$ cat config.mk
export PLATFORM = sky130hd
export DESIGN_NAME = cps_seq_top
export DESIGN_NICKNAME = d
export VERILOG_FILES = /design/src/core/cps_pkg.sv /design/src/core/cps_alu.sv /design/src/core/cps_seq_top.sv
export VERILOG_INCLUDE_DIRS = /design/src /design/src/core
export SDC_FILE = /design/constraint.sdc
export NUM_CORES = 1
export LEC_CHECK = 0
export ABC_AREA = 1
export BUFFER_PORTS_ARGS = -buffer_cell sky130_fd_sc_hd__clkbuf_2
export CAP_MARGIN = 5
export CORE_ASPECT_RATIO = 1.75
export CORE_MARGIN = 3
export CORE_UTILIZATION = 40
export DETAILED_ROUTE_END_ITERATION = 10
export PLACE_DENSITY = 0.64
export SYNTH_ARGS = -nofsm -noshare
export SYNTH_HDL_FRONTEND = slang
export SYNTH_SLANG_ARGS = --single-unit
$ cat constraint.sdc
create_clock -name sys_clk -period 6.6 [get_ports sys_clk]
set_input_delay 1.32 -clock sys_clk [delete_from_list [all_inputs] [get_ports sys_clk]]
set_output_delay 1.32 -clock sys_clk [all_outputs]
set_load 0.02 [all_outputs]
$ cat src/core/cps_consts.svh
// constants of the instruction sequencer and return stack
`ifndef CPS_CONSTS_SVH
`define CPS_CONSTS_SVH
`define CPS_PC_W 11
`define CPS_PC_RESET 11'h000
`define CPS_PC_STEP 11'h001
`define CPS_STACK_DEPTH 6
`define CPS_PHASE_COUNT 4
`define CPS_OFF_PCL 12'h000
`define CPS_OFF_STATUS 12'h004
`define CPS_OFF_SEQSTAT 12'h008
`define CPS_FLAG_C 0
`define CPS_FLAG_AC 1
`define CPS_FLAG_Z 2
`define CPS_FLAG_OV 3
`define CPS_STATUS_RESET 4'h0
`define CPS_STAT_INTPEND 5
`define CPS_STAT_DUMMY 6
`define CPS_STAT_PCLPEND 7
`define CPS_STAT_PHASE 8
`endif

$ cat src/core/cps_pkg.sv
// types shared by the sequencer and the alu
package cps_pkg;
	typedef enum logic [1:0] {PH_T1, PH_T2, PH_T3, PH_T4} cps_phase_t;
	typedef enum logic [2:0] {OP_NONE, OP_JUMP, OP_CALL, OP_SKZ, OP_SKNZ, OP_RET, OP_INTERRUPT_RETURN} cps_seq_op_t;
	typedef enum logic [3:0] {
		ALU_PASS, ALU_ADD, ALU_ADC, ALU_SUB, ALU_SBC, ALU_DAA, ALU_AND, ALU_OR,
		ALU_XOR, ALU_CPL, ALU_RR, ALU_RRC, ALU_RL, ALU_RLC, ALU_INC, ALU_DEC
	} cps_alu_op_t;
endpackage : cps_pkg

$ cat src/core/cps_alu.sv
// eight-bit alu with status flag update
`timescale 1ns/1ps
`include "cps_consts.svh"
module cps_alu (
	input cps_pkg::cps_alu_op_t aluOp,
	input logic [7:0] opA,
	input logic [7:0] opB,
	input logic [3:0] flagsIn,
	output logic [7:0] result,
	output logic [3:0] flagsOut
);
	import cps_pkg::*;
	logic [8:0] sum;
	logic [4:0] half;
	logic [7:0] addB;
	logic [7:0] adj;
	logic ci;
	logic cin;

	always_comb begin
		cin = flagsIn[`CPS_FLAG_C];
		sum = 9'h000;
		half = 5'h00;
		addB = 8'h00;
		adj = 8'h00;
		ci = 1'b0;
		result = opA;
		flagsOut = flagsIn;
		case (aluOp)
			ALU_ADD, ALU_ADC, ALU_SUB, ALU_SBC: begin
				// subtract is add of the complement; carry set means no borrow
				addB = (aluOp == ALU_SUB || aluOp == ALU_SBC) ? ~opB : opB;
				ci = (aluOp == ALU_ADD) ? 1'b0 : ((aluOp == ALU_SUB) ? 1'b1 : cin);
				sum = {1'b0, opA} + {1'b0, addB} + {8'h00, ci};
				half = {1'b0, opA[3:0]} + {1'b0, addB[3:0]} + {4'h0, ci};
				result = sum[7:0];
				flagsOut[`CPS_FLAG_C] = sum[8];
				flagsOut[`CPS_FLAG_AC] = half[4];
				flagsOut[`CPS_FLAG_OV] = (opA[7] == addB[7]) && (sum[7] != opA[7]);
			end
			ALU_DAA: begin
				adj = {(opA[7:4] > 4'h9 || cin) ? 4'h6 : 4'h0,
					(opA[3:0] > 4'h9 || flagsIn[`CPS_FLAG_AC]) ? 4'h6 : 4'h0};
				sum = {1'b0, opA} + {1'b0, adj};
				result = sum[7:0];
				flagsOut[`CPS_FLAG_C] = sum[8] | cin;
			end
			ALU_AND: result = opA & opB;
			ALU_OR: result = opA | opB;
			ALU_XOR: result = opA ^ opB;
			ALU_CPL: result = ~opA;
			ALU_RR: result = {opA[0], opA[7:1]};
			ALU_RRC: begin
				result = {cin, opA[7:1]};
				flagsOut[`CPS_FLAG_C] = opA[0];
			end
			ALU_RL: result = {opA[6:0], opA[7]};
			ALU_RLC: begin
				result = {opA[6:0], cin};
				flagsOut[`CPS_FLAG_C] = opA[7];
			end
			ALU_INC: result = opA + 8'h01;
			ALU_DEC: result = opA - 8'h01;
			default: result = opA;
		endcase
		// rotates leave the zero flag alone
		if (aluOp != ALU_RR && aluOp != ALU_RRC && aluOp != ALU_RL && aluOp != ALU_RLC) begin
			flagsOut[`CPS_FLAG_Z] = (result == 8'h00);
		end
	end
endmodule : cps_alu

$ cat src/core/cps_seq_top.sv
// instruction sequencer: phases, program counter, return stack, apb registers
`timescale 1ns/1ps
`include "cps_consts.svh"
module cps_seq_top #(
	parameter int STACK_DEPTH = `CPS_STACK_DEPTH
) (
	input logic sys_clk,
	input logic rst_n,
	input logic [11:0] paddr,
	input logic psel,
	input logic penable,
	input logic pwrite,
	input logic [31:0] pwdata,
	output logic [31:0] prdata,
	output logic pready,
	output logic pslverr,
	output logic [3:0] phaseClk,
	output logic [10:0] pmemAddr,
	output logic pmemFetch,
	output logic dummyCycle,
	input cps_pkg::cps_seq_op_t seqOp,
	input logic [10:0] seqTarget,
	input cps_pkg::cps_alu_op_t aluOp,
	input logic [7:0] aluA,
	input logic [7:0] aluB,
	output logic [7:0] aluResult,
	output logic [3:0] statusFlags,
	output logic aluValid,
	input logic intReq,
	input logic [10:0] intVector,
	output logic intAck
);
	import cps_pkg::*;

	// ==========================================================
	// parameter check
	if (STACK_DEPTH < 2 || STACK_DEPTH > 8) begin : g_bad_depth
		$error("stack depth must lie in 2..8");
	end

	// ==========================================================
	// state
	typedef struct packed {
		cps_phase_t phase;
		logic [3:0] phaseClk;
		logic [`CPS_PC_W-1:0] pc;
		logic [`CPS_PC_W-1:0] memAddr;
		logic fetch;
		logic dummy;
		logic [STACK_DEPTH-1:0][`CPS_PC_W-1:0] stack;
		logic [2:0] top;
		logic [3:0] count;
		logic intPend;
		logic intAck;
		logic pclPend;
		logic [7:0] pclVal;
		logic [3:0] flags;
		logic [7:0] aluRes;
		logic aluValid;
		logic [31:0] prdata;
		logic pready;
		logic pslverr;
	} cps_state_t;

	// first cycle after reset executes nothing while address zero is fetched
	localparam cps_state_t RST_S = '{
		phase: PH_T1,
		phaseClk: 4'h1,
		pc: `CPS_PC_RESET,
		memAddr: `CPS_PC_RESET,
		fetch: 1'b1,
		dummy: 1'b1,
		top: 3'(STACK_DEPTH - 1),
		flags: `CPS_STATUS_RESET,
		default: '0
	};

	cps_state_t s_r;
	cps_state_t s_nxt;
	logic [7:0] aluOut;
	logic [3:0] aluFlags;
	logic [`CPS_PC_W-1:0] tgt;
	logic doPush;
	logic doPop;
	logic [`CPS_PC_W-1:0] pushVal;
	logic stackFull;
	logic [`CPS_PC_W-1:0] topVal;
	logic [2:0] pcPage;
	logic execNow;

	function automatic logic [2:0] idxInc(input logic [2:0] i);
		idxInc = (i == 3'(STACK_DEPTH - 1)) ? 3'h0 : i + 3'h1;
	endfunction : idxInc

	function automatic logic [2:0] idxDec(input logic [2:0] i);
		idxDec = (i == 3'h0) ? 3'(STACK_DEPTH - 1) : i - 3'h1;
	endfunction : idxDec

	function automatic logic [3:0] phaseHot(input cps_phase_t p);
		phaseHot = 4'h1 << p;
	endfunction : phaseHot

	assign stackFull = (s_r.count == 4'(STACK_DEPTH));
	assign topVal = s_r.stack[s_r.top];
	assign pcPage = s_r.pc[10:8];
	assign execNow = (s_r.phase == PH_T4) && !s_r.dummy;

	// ==========================================================
	// alu
	cps_alu u_alu (
		.aluOp(aluOp),
		.opA(aluA),
		.opB(aluB),
		.flagsIn(s_r.flags),
		.result(aluOut),
		.flagsOut(aluFlags)
	);

	// ==========================================================
	// next state
	always_comb begin
		s_nxt = s_r;
		s_nxt.fetch = 1'b0;
		s_nxt.intAck = 1'b0;
		s_nxt.aluValid = 1'b0;
		s_nxt.pready = 1'b0;
		s_nxt.pslverr = 1'b0;
		tgt = s_r.pc + `CPS_PC_STEP;
		doPush = 1'b0;
		doPop = 1'b0;
		pushVal = s_r.pc;
		case (s_r.phase)
			PH_T1: s_nxt.phase = PH_T2;
			PH_T2: s_nxt.phase = PH_T3;
			PH_T3: s_nxt.phase = PH_T4;
			PH_T4: begin
				s_nxt.phase = PH_T1;
				s_nxt.dummy = 1'b0;
				// executes the word fetched last cycle while this cycle's word waits
				if (!s_r.dummy) begin
					s_nxt.aluRes = aluOut;
					s_nxt.flags = aluFlags;
					s_nxt.aluValid = 1'b1;
					case (seqOp)
						OP_JUMP: begin
							tgt = seqTarget;
							s_nxt.dummy = 1'b1;
						end
						OP_CALL: begin
							doPush = 1'b1;
							tgt = seqTarget;
							s_nxt.dummy = 1'b1;
						end
						OP_SKZ: s_nxt.dummy = aluFlags[`CPS_FLAG_Z];
						OP_SKNZ: s_nxt.dummy = !aluFlags[`CPS_FLAG_Z];
						OP_RET, OP_INTERRUPT_RETURN: begin
							doPop = 1'b1;
							tgt = topVal;
							s_nxt.dummy = 1'b1;
						end
						default: s_nxt.dummy = 1'b0;
					endcase
					if (seqOp == OP_NONE && s_r.pclPend) begin
						tgt = {s_r.pc[10:8], s_r.pclVal};
						s_nxt.dummy = 1'b1;
						s_nxt.pclPend = 1'b0;
					end else if (seqOp == OP_NONE && s_r.intPend && !stackFull) begin
						// held back while full so the interrupt push cannot overflow the stack
						doPush = 1'b1;
						tgt = intVector;
						s_nxt.dummy = 1'b1;
						s_nxt.intAck = 1'b1;
						s_nxt.intPend = 1'b0;
					end
				end
				s_nxt.pc = tgt;
				s_nxt.memAddr = tgt;
				s_nxt.fetch = 1'b1;
			end
			default: s_nxt.phase = PH_T1;
		endcase
		s_nxt.phaseClk = phaseHot(s_nxt.phase);

		// stack as a ring: overflow silently overwrites the oldest slot
		if (doPush) begin
			s_nxt.top = idxInc(s_r.top);
			s_nxt.stack[idxInc(s_r.top)] = pushVal;
			if (!stackFull) begin
				s_nxt.count = s_r.count + 4'h1;
			end
		end else if (doPop && s_r.count != 4'h0) begin
			s_nxt.top = idxDec(s_r.top);
			s_nxt.count = s_r.count - 4'h1;
		end

		// apb: data is prepared in setup, ready shows in the first access cycle
		if (psel && !penable) begin
			s_nxt.pready = 1'b1;
			case (paddr)
				`CPS_OFF_PCL: s_nxt.prdata = {24'h000000, s_r.pc[7:0]};
				`CPS_OFF_STATUS: s_nxt.prdata = {28'h0000000, s_r.flags};
				`CPS_OFF_SEQSTAT: begin
					s_nxt.prdata = 32'h00000000;
					s_nxt.prdata[`CPS_STAT_INTPEND] = s_r.intPend;
					s_nxt.prdata[`CPS_STAT_DUMMY] = s_r.dummy;
					s_nxt.prdata[`CPS_STAT_PCLPEND] = s_r.pclPend;
					s_nxt.prdata[`CPS_STAT_PHASE +: 2] = s_r.phase;
				end
				default: begin
					s_nxt.prdata = 32'h00000000;
					s_nxt.pslverr = 1'b1;
				end
			endcase
		end
		if (psel && penable && s_r.pready && pwrite && !s_r.pslverr) begin
			case (paddr)
				`CPS_OFF_PCL: begin
					s_nxt.pclPend = 1'b1;
					s_nxt.pclVal = pwdata[7:0];
				end
				`CPS_OFF_STATUS: s_nxt.flags = pwdata[3:0];
				default: s_nxt.flags = s_nxt.flags;
			endcase
		end

		// a request arriving while the pending one is taken is kept
		if (intReq) begin
			s_nxt.intPend = 1'b1;
		end
	end

	always_ff @(posedge sys_clk or negedge rst_n) begin
		if (!rst_n) begin
			s_r <= RST_S;
		end else begin
			s_r <= s_nxt;
		end
	end

	assign prdata = s_r.prdata;
	assign pready = s_r.pready;
	assign pslverr = s_r.pslverr;
	assign phaseClk = s_r.phaseClk;
	assign pmemAddr = s_r.memAddr;
	assign pmemFetch = s_r.fetch;
	assign dummyCycle = s_r.dummy;
	assign aluResult = s_r.aluRes;
	assign statusFlags = s_r.flags;
	assign aluValid = s_r.aluValid;
	assign intAck = s_r.intAck;
endmodule : cps_seq_top

Yosys cells after proc, flatten, opt, wreduce, memory -nomap -nowiden
Cells that the tools add are included.
- bits in registers: 128
- latch bits: 0
- bits in writable memories: 0
- bits in read-only memories: 0
- bits of input ports: 95
- output and inout bits: 65
- word-level logic and storage cells: 176
- memories: 0
- add/subtract/negate cells: 12
- $mul: 0
- divide/modulo/power cells: 0
- order comparisons: 5
- equality and inequality tests: 37
- shift operators: 1
- multiplexer cells: 52
- bitwise gates (word level): 7
- reduce and logical (&&, ||, !) cells: 39
- operators by type and width (cell ; number):
    8-bit one-hot mux with 12 select lines ; 1
    66-bit bitwise mux ; 1
    11-bit two-way mux ; 5
    13-bit two-way mux ; 3
    11-bit binary-select mux with 3-bit select ; 1
    11-bit demux with 3-bit select ; 1
    4-bit == test, second input constant ; 8
    10-bit one-hot mux with 3 select lines ; 1
    11-bit one-hot mux with 2 select lines ; 1
    4-bit by 3-bit == test with 1-bit output, second input constant ; 5
    1-bit two-way mux ; 19
    8-bit by 8-bit adder with 9-bit output ; 2
    3-bit two-way mux ; 6
    4-bit != test, second input constant ; 4
    8-bit NOT ; 2
    1-bit logical AND ; 14
    7-bit two-way mux ; 2
    12-bit by 3-bit == test with 1-bit output, second input constant ; 1
    12-bit by 4-bit == test with 1-bit output, second input constant ; 1
    3-bit == test, second input constant ; 4
    12-bit logical NOT ; 1
    11-bit by 1-bit adder with 11-bit output, second input constant ; 1
    9-bit by 1-bit adder with 9-bit output ; 1
    9-bit two-way mux ; 1
    44 further kinds ; 67

Longest topological paths before layout
- depth in word-level cells: 14
- mapped depth: 24
- gate-level depth less buffers: 23

Modules after synthesis
A second synthesis with hierarchy kept.
- cells, all modules: 1304
- area total of the unflattened synthesis: 9133.8 um2
- modules (own cells, without submodules) (module ; times used ; cells an instance ; area each (um2) ; seq. area each (um2)):
    cps_seq_top ; 1 ; 899 ; 7038.0 ; 3183.1
    cps_alu ; 1 ; 405 ; 2095.8 ; 0.0

Worst setup path after synthesis
OpenSTA, ideal clock, no wires.
- kind: input -> register
- from: input aluOp[1]
- to: register s_r (netlist bit dummyCycle)
- library setup time: 61 ps
- arrival time: 4140 ps
- required time: 6539 ps
- path slack: 2399 ps
- stages: 23
- cell sequence: buf_4 nor2_2 nand2_1 nand2_1 xor2_1 fa_1 fa_1 xor2_1 nand2_1 nand2_1 nor2_1 nand2_1 nand2_1 nand2_1 nor2_1 nand2_1 nor2_1 nand3_1 nand2_1 nand2_1 nand3_1 nand2_1 nand2_1
- longest elaborated chain between the ends: 13
- RTL lines (what ; line ; source):
    start, declared ; cps_seq_top.sv:23 ; input cps_pkg::cps_alu_op_t aluOp,
    4-bit by 2-bit == test with 1-bit output or 4-bit by 3-bit == test with 1-bit output (tied branches) ; cps_alu.sv:29, cps_alu.sv:32, cps_alu.sv:33 ;
    1-bit logical OR ; cps_alu.sv:32 ; addB = (aluOp == ALU_SUB || aluOp == ALU_SBC) ? ~opB : opB;
    8-bit two-way mux ; cps_alu.sv:32 ;
    8-bit by 8-bit adder with 9-bit output ; cps_alu.sv:34 ; sum = {1'b0, opA} + {1'b0, addB} + {8'h00, ci};
    9-bit by 1-bit adder with 9-bit output ; cps_alu.sv:34 ;
    8-bit one-hot mux with 12 select lines ; cps_alu.sv:29 ; case (aluOp)
    8-bit logical NOT ; cps_alu.sv:68 ; flagsOut[`CPS_FLAG_Z] = (result == 8'h00);
    1-bit two-way mux * ; cps_alu.sv:67 ; if (aluOp != ALU_RR && aluOp != ALU_RRC && aluOp != ALU_RL && aluOp != ALU_RLC) begin
    1-bit logical NOT ; cps_seq_top.sv:155 ; OP_SKNZ: s_nxt.dummy = !aluFlags[`CPS_FLAG_Z];
    1-bit one-hot mux with 3 select lines * ; cps_seq_top.sv:144 ; case (seqOp)
    1-bit two-way mux * ; cps_seq_top.sv:167 ; end else if (seqOp == OP_NONE && s_r.intPend && !stackFull) begin
    1-bit two-way mux * ; cps_seq_top.sv:163 ; if (seqOp == OP_NONE && s_r.pclPend) begin
    1-bit two-way mux * ; cps_seq_top.sv:140 ; if (!s_r.dummy) begin
    end signal, assigned ; cps_seq_top.sv:236 ; s_r <= s_nxt;
    end, declared ; cps_seq_top.sv:78 ; cps_state_t s_r;
Every way passes the cells marked *; elsewhere a longest branch is shown, timed or not.
A chain may end at the register's enable or synchronous reset.

Worst setup path after layout
Same ends and word-level chain as after synthesis.

==> metrics.md <==
| Metric | Value |
|---|---|
| Status | `finished clean` |
| Flops & latches, synth | `127` |
| Reg-to-reg critical path startpoint | `s_r[64]` |
| Global-route wire length before repair | `42200 µm` |
| Final setup violation count | `0` |
| Routed Antenna Nets | `0` |
| Layout cells sized above 1 | `0.156` |
| CTS tree | `done` |
| Routed WL per cell | `19.1 µm` |
| DP HPWL | `20900 µm` |
| DRC violations left | `0` |
| Drt first pass iters | `5` |
| Initial DRC count | `584` |
| Gpl congestion | `0.976` |
| Setup crit end kind | `register` |
| Slew @ Worst Pin | `1.26 ns` |
| Synth area leaders | `dfrtp_1 (37%), nand2_1 (13%), o21ai_0 (6.1%)` |
| Worst R2R End | `s_r[128]` |
| Worst slew margin | `0.157` |
| CTS resizes | `0` |
| Setup TNS | `0 ns` |
| Max_cap viols | `0` |
| Hold Crit Start | `prdata[5]` |
| Post-route setup slack | `2.17 ns` |
| Post-synth top area share | `0.366` |
| R2R depth | `4` |
| Port bufs | `113` |
| Clock skew | `0.0104 ns` |
| Clock slew at reported path FFs | `0.06 ns` |
| Vias in the first global route | `7806` |
| Average cell area after synthesis | `7.60 µm²` |
| Die height | `198 µm` |
| Via count | `7841` |
| Max IR drop VDD | `0.180 mV` |
| CTS Sinks | `127` |
| Static Leak | `4.73 nW` |
| Total Routed Length | `27400 µm` |
| Number of buffers created by CTS | `17` |
| Mapped cell area | `8400 µm²` |
| Crit-path max cell delay | `0.47 ns` |
| Asr flop ratio synth | `1.00` |
| Startpoint types | `primary input` |
| Crit Path Category | `primary input to register` |
| Area Overhead vs Synth | `11.3%` |
| Boundary Pins | `160` |
| RSZ-0062 raised after global routing | `no` |
| Placed Area | `8810 µm²` |
| Largest net degree at the start of global routing | `72` |
| YS warnings | `0` |
| Setup Buffers After CTS | `0` |
| Root Driver | `clkbuf_16` |
| Crit share post-route | `0.672` |
| Gr usage total | `0.243` |
| FF-to-FF setup slack | `3.33 ns` |
| DR vias/cell | `5.47` |
| NumNets Final | `1308` |
| Gr ovfl total | `0` |
| Worst Hold Depth | `2` |
| Cell Count, Final, Fillers Out | `1434` |
| Clock insertion delay at the later pin of the skew report | `0.42 ns` |
| CTS HTree Levels | `4` |
| Core Region | `20500 µm²` |
| Hold endpoint | `prdata[5]` |
| Pins Over Slew Limit | `0` |
| Post-layout min period | `4.43 ns` |
| Critical path's slowest cell | `fa_1` |
| Worst path required time | `6.97 ns` |
| Final Hold Vio Count | `0` |
| EDFF count, synth | `0` |
| Die Wd | `116 µm` |
| Post-synthesis sequential area ratio | `0.379` |
| Total power divided by cell area | `303 nW/µm²` |
| Core Util, Final | `0.457` |
| Crit-path cells | `clkbuf_2 -> nor2_2 -> nand2_1 -> nand2_1 -> xor2_1 -> fa_1 -> fa_1 -> xor2_1 -> nand2_1 -> nand2_1 -> nor2_1 -> nand2_1 -> nand2_1 -> nand2_1 -> nor2_1 -> nand2_1 -> nor2_1 -> nand3_1 -> nand2_1 -> nand2_1 -> nand3_1 -> nand2_1 -> nand2_1` |
| Crit path arrival time | `4.80 ns` |
| Ant. Diodes | `0` |
| Dpl ws | `1.73 ns` |
| Mapped Cells | `1106` |
| Crit-path most repeated cell | `nand2_1` |
| Post-CTS Hold Buffers | `0` |
| Clock Tree Buf Depth | `2` |
| F_max | `0.225 GHz` |
| Leading area contributor after synthesis | `dfrtp_1` |
| Initial antenna violation count | `0` |
| Total die area | `22800 µm²` |
| Synth cell types | `47` |
| Worst-path fanout max | `8` |
| Starting density of the core | `0.411` |
| Top_reg_cell synth | `dfrtp_1` |
| HP Class | `register to register` |
| Placed insts | `1402` |
| Row cnt | `69` |
| Final instance area | `9350 µm²` |
[layout make-up]
cell class,instances,area [µm²]
clock buffers,19,453
clock inverters,13,90.1
fillers,2097,11100
inverters,105,394
multi-input cells,806,4330
flip-flops and latches,127,3180
well taps,248,310
repair buffers,116,591
[logic make-up (layout without fill, tap and decap cells)]
| group | Yosys count | after routing | share of synthesized area |
|---|---|---|---|
| xor gates and xnor gates | 24 | 24 | 0.0250 |
| buffers and inverters | 194 | 253 | 0.115 |
| adders and majority gates | 40 | 40 | 0.0632 |
| DFF | 127 | 127 | 0.379 |
| and+or+nand+nor | 475 | 475 | 0.234 |
| AOI/OAI and AO/OA | 239 | 239 | 0.175 |
| other | 1 | 22 | 0.000446 |
| muxes | 6 | 6 | 0.00804 |
[sequential cells by signal (all words and copies together) (netlist names)]
register	cells
pready	1
intAck	1
prdata	10
dummyCycle	1
pmemAddr	11
aluValid	1
phaseClk	3
pslverr	1
pmemFetch	1
s_r	85
aluResult	8
statusFlags	4
[per-stage QoR]
stage,hold slack (ns),power (W)
6_report,0.477,0.00283
4_1_cts,0.481,0.00284
3_5_place_dp,0.466,0.00198
2_1_floorplan,0.450,0.00172
5_1_grt,0.503,0.00300
3_3_place_gp,0.465,0.00196
[critical path: cells and delay by family]
kind	cells	cell delay, ns
fa+ha+maj	2	0.92
simple gates	18	2.04
buf+inv	1	0.16
xor+xnor	2	0.34
[Yosys cell counts, types with 13 or more instances]
master,number
buf_4,60
a22oi_1,39
o211ai_1,13
a21oi_1,31
dfrtp_1,123
clkbuf_1,21
xor2_1,21
o21ai_0,103
nor2_1,80
ha_1,36
nand3_1,53
nand2_1,297
inv_1,95
[worst max-delay path by stage]
| stage | depth (start not counted) | to | startpoint |
|---|---|---|---|
| after global placement | 21 | dummyCycle | aluOp[1] |
| after detailed placement | 23 | dummyCycle | aluOp[1] |
| after global routing | 23 | dummyCycle | aluOp[1] |
| final | 23 | dummyCycle | aluOp[1] |
| after CTS | 23 | dummyCycle | aluOp[1] |
| after floorplan | 23 | dummyCycle | aluOp[1] |
[report_power, final]
part	internal [W]	switching (W)	leakage, nW
combinational	0.000284	0.000587	2.79
sequential	0.000951	0.000152	1.68
clock	0.000498	0.000361	0.261
[per-layer routing]
metal  wire, µm  track usage
met5          0            0
met4       1680        0.150
met3       1460       0.0330
met2      14600        0.442
met1       9630        0.259
[cells in the final DEF (no fill, tap or decap), types with 5 or more instances in the layout]
master	instances
a221oi_1	9
ha_1	36
nor3_1	9
o221ai_1	9
conb_1	22
o22ai_1	11
inv_1	95
nand2_2	10
mux2_2	6
dfrtp_1	123
xor2_1	21
nor2_1	80
a221o_1	5
clkbuf_16	17
nand2_1	297
clkbuf_2	112
a21oi_1	31
clkinv_2	5
a31oi_1	5
clkinv_1	6
or2_2	5
o211ai_1	13
a22oi_1	39
nand3_1	53
nand4_1	7
o21ai_0	103
No activity file was read; power rests on OpenSTA's default activity.
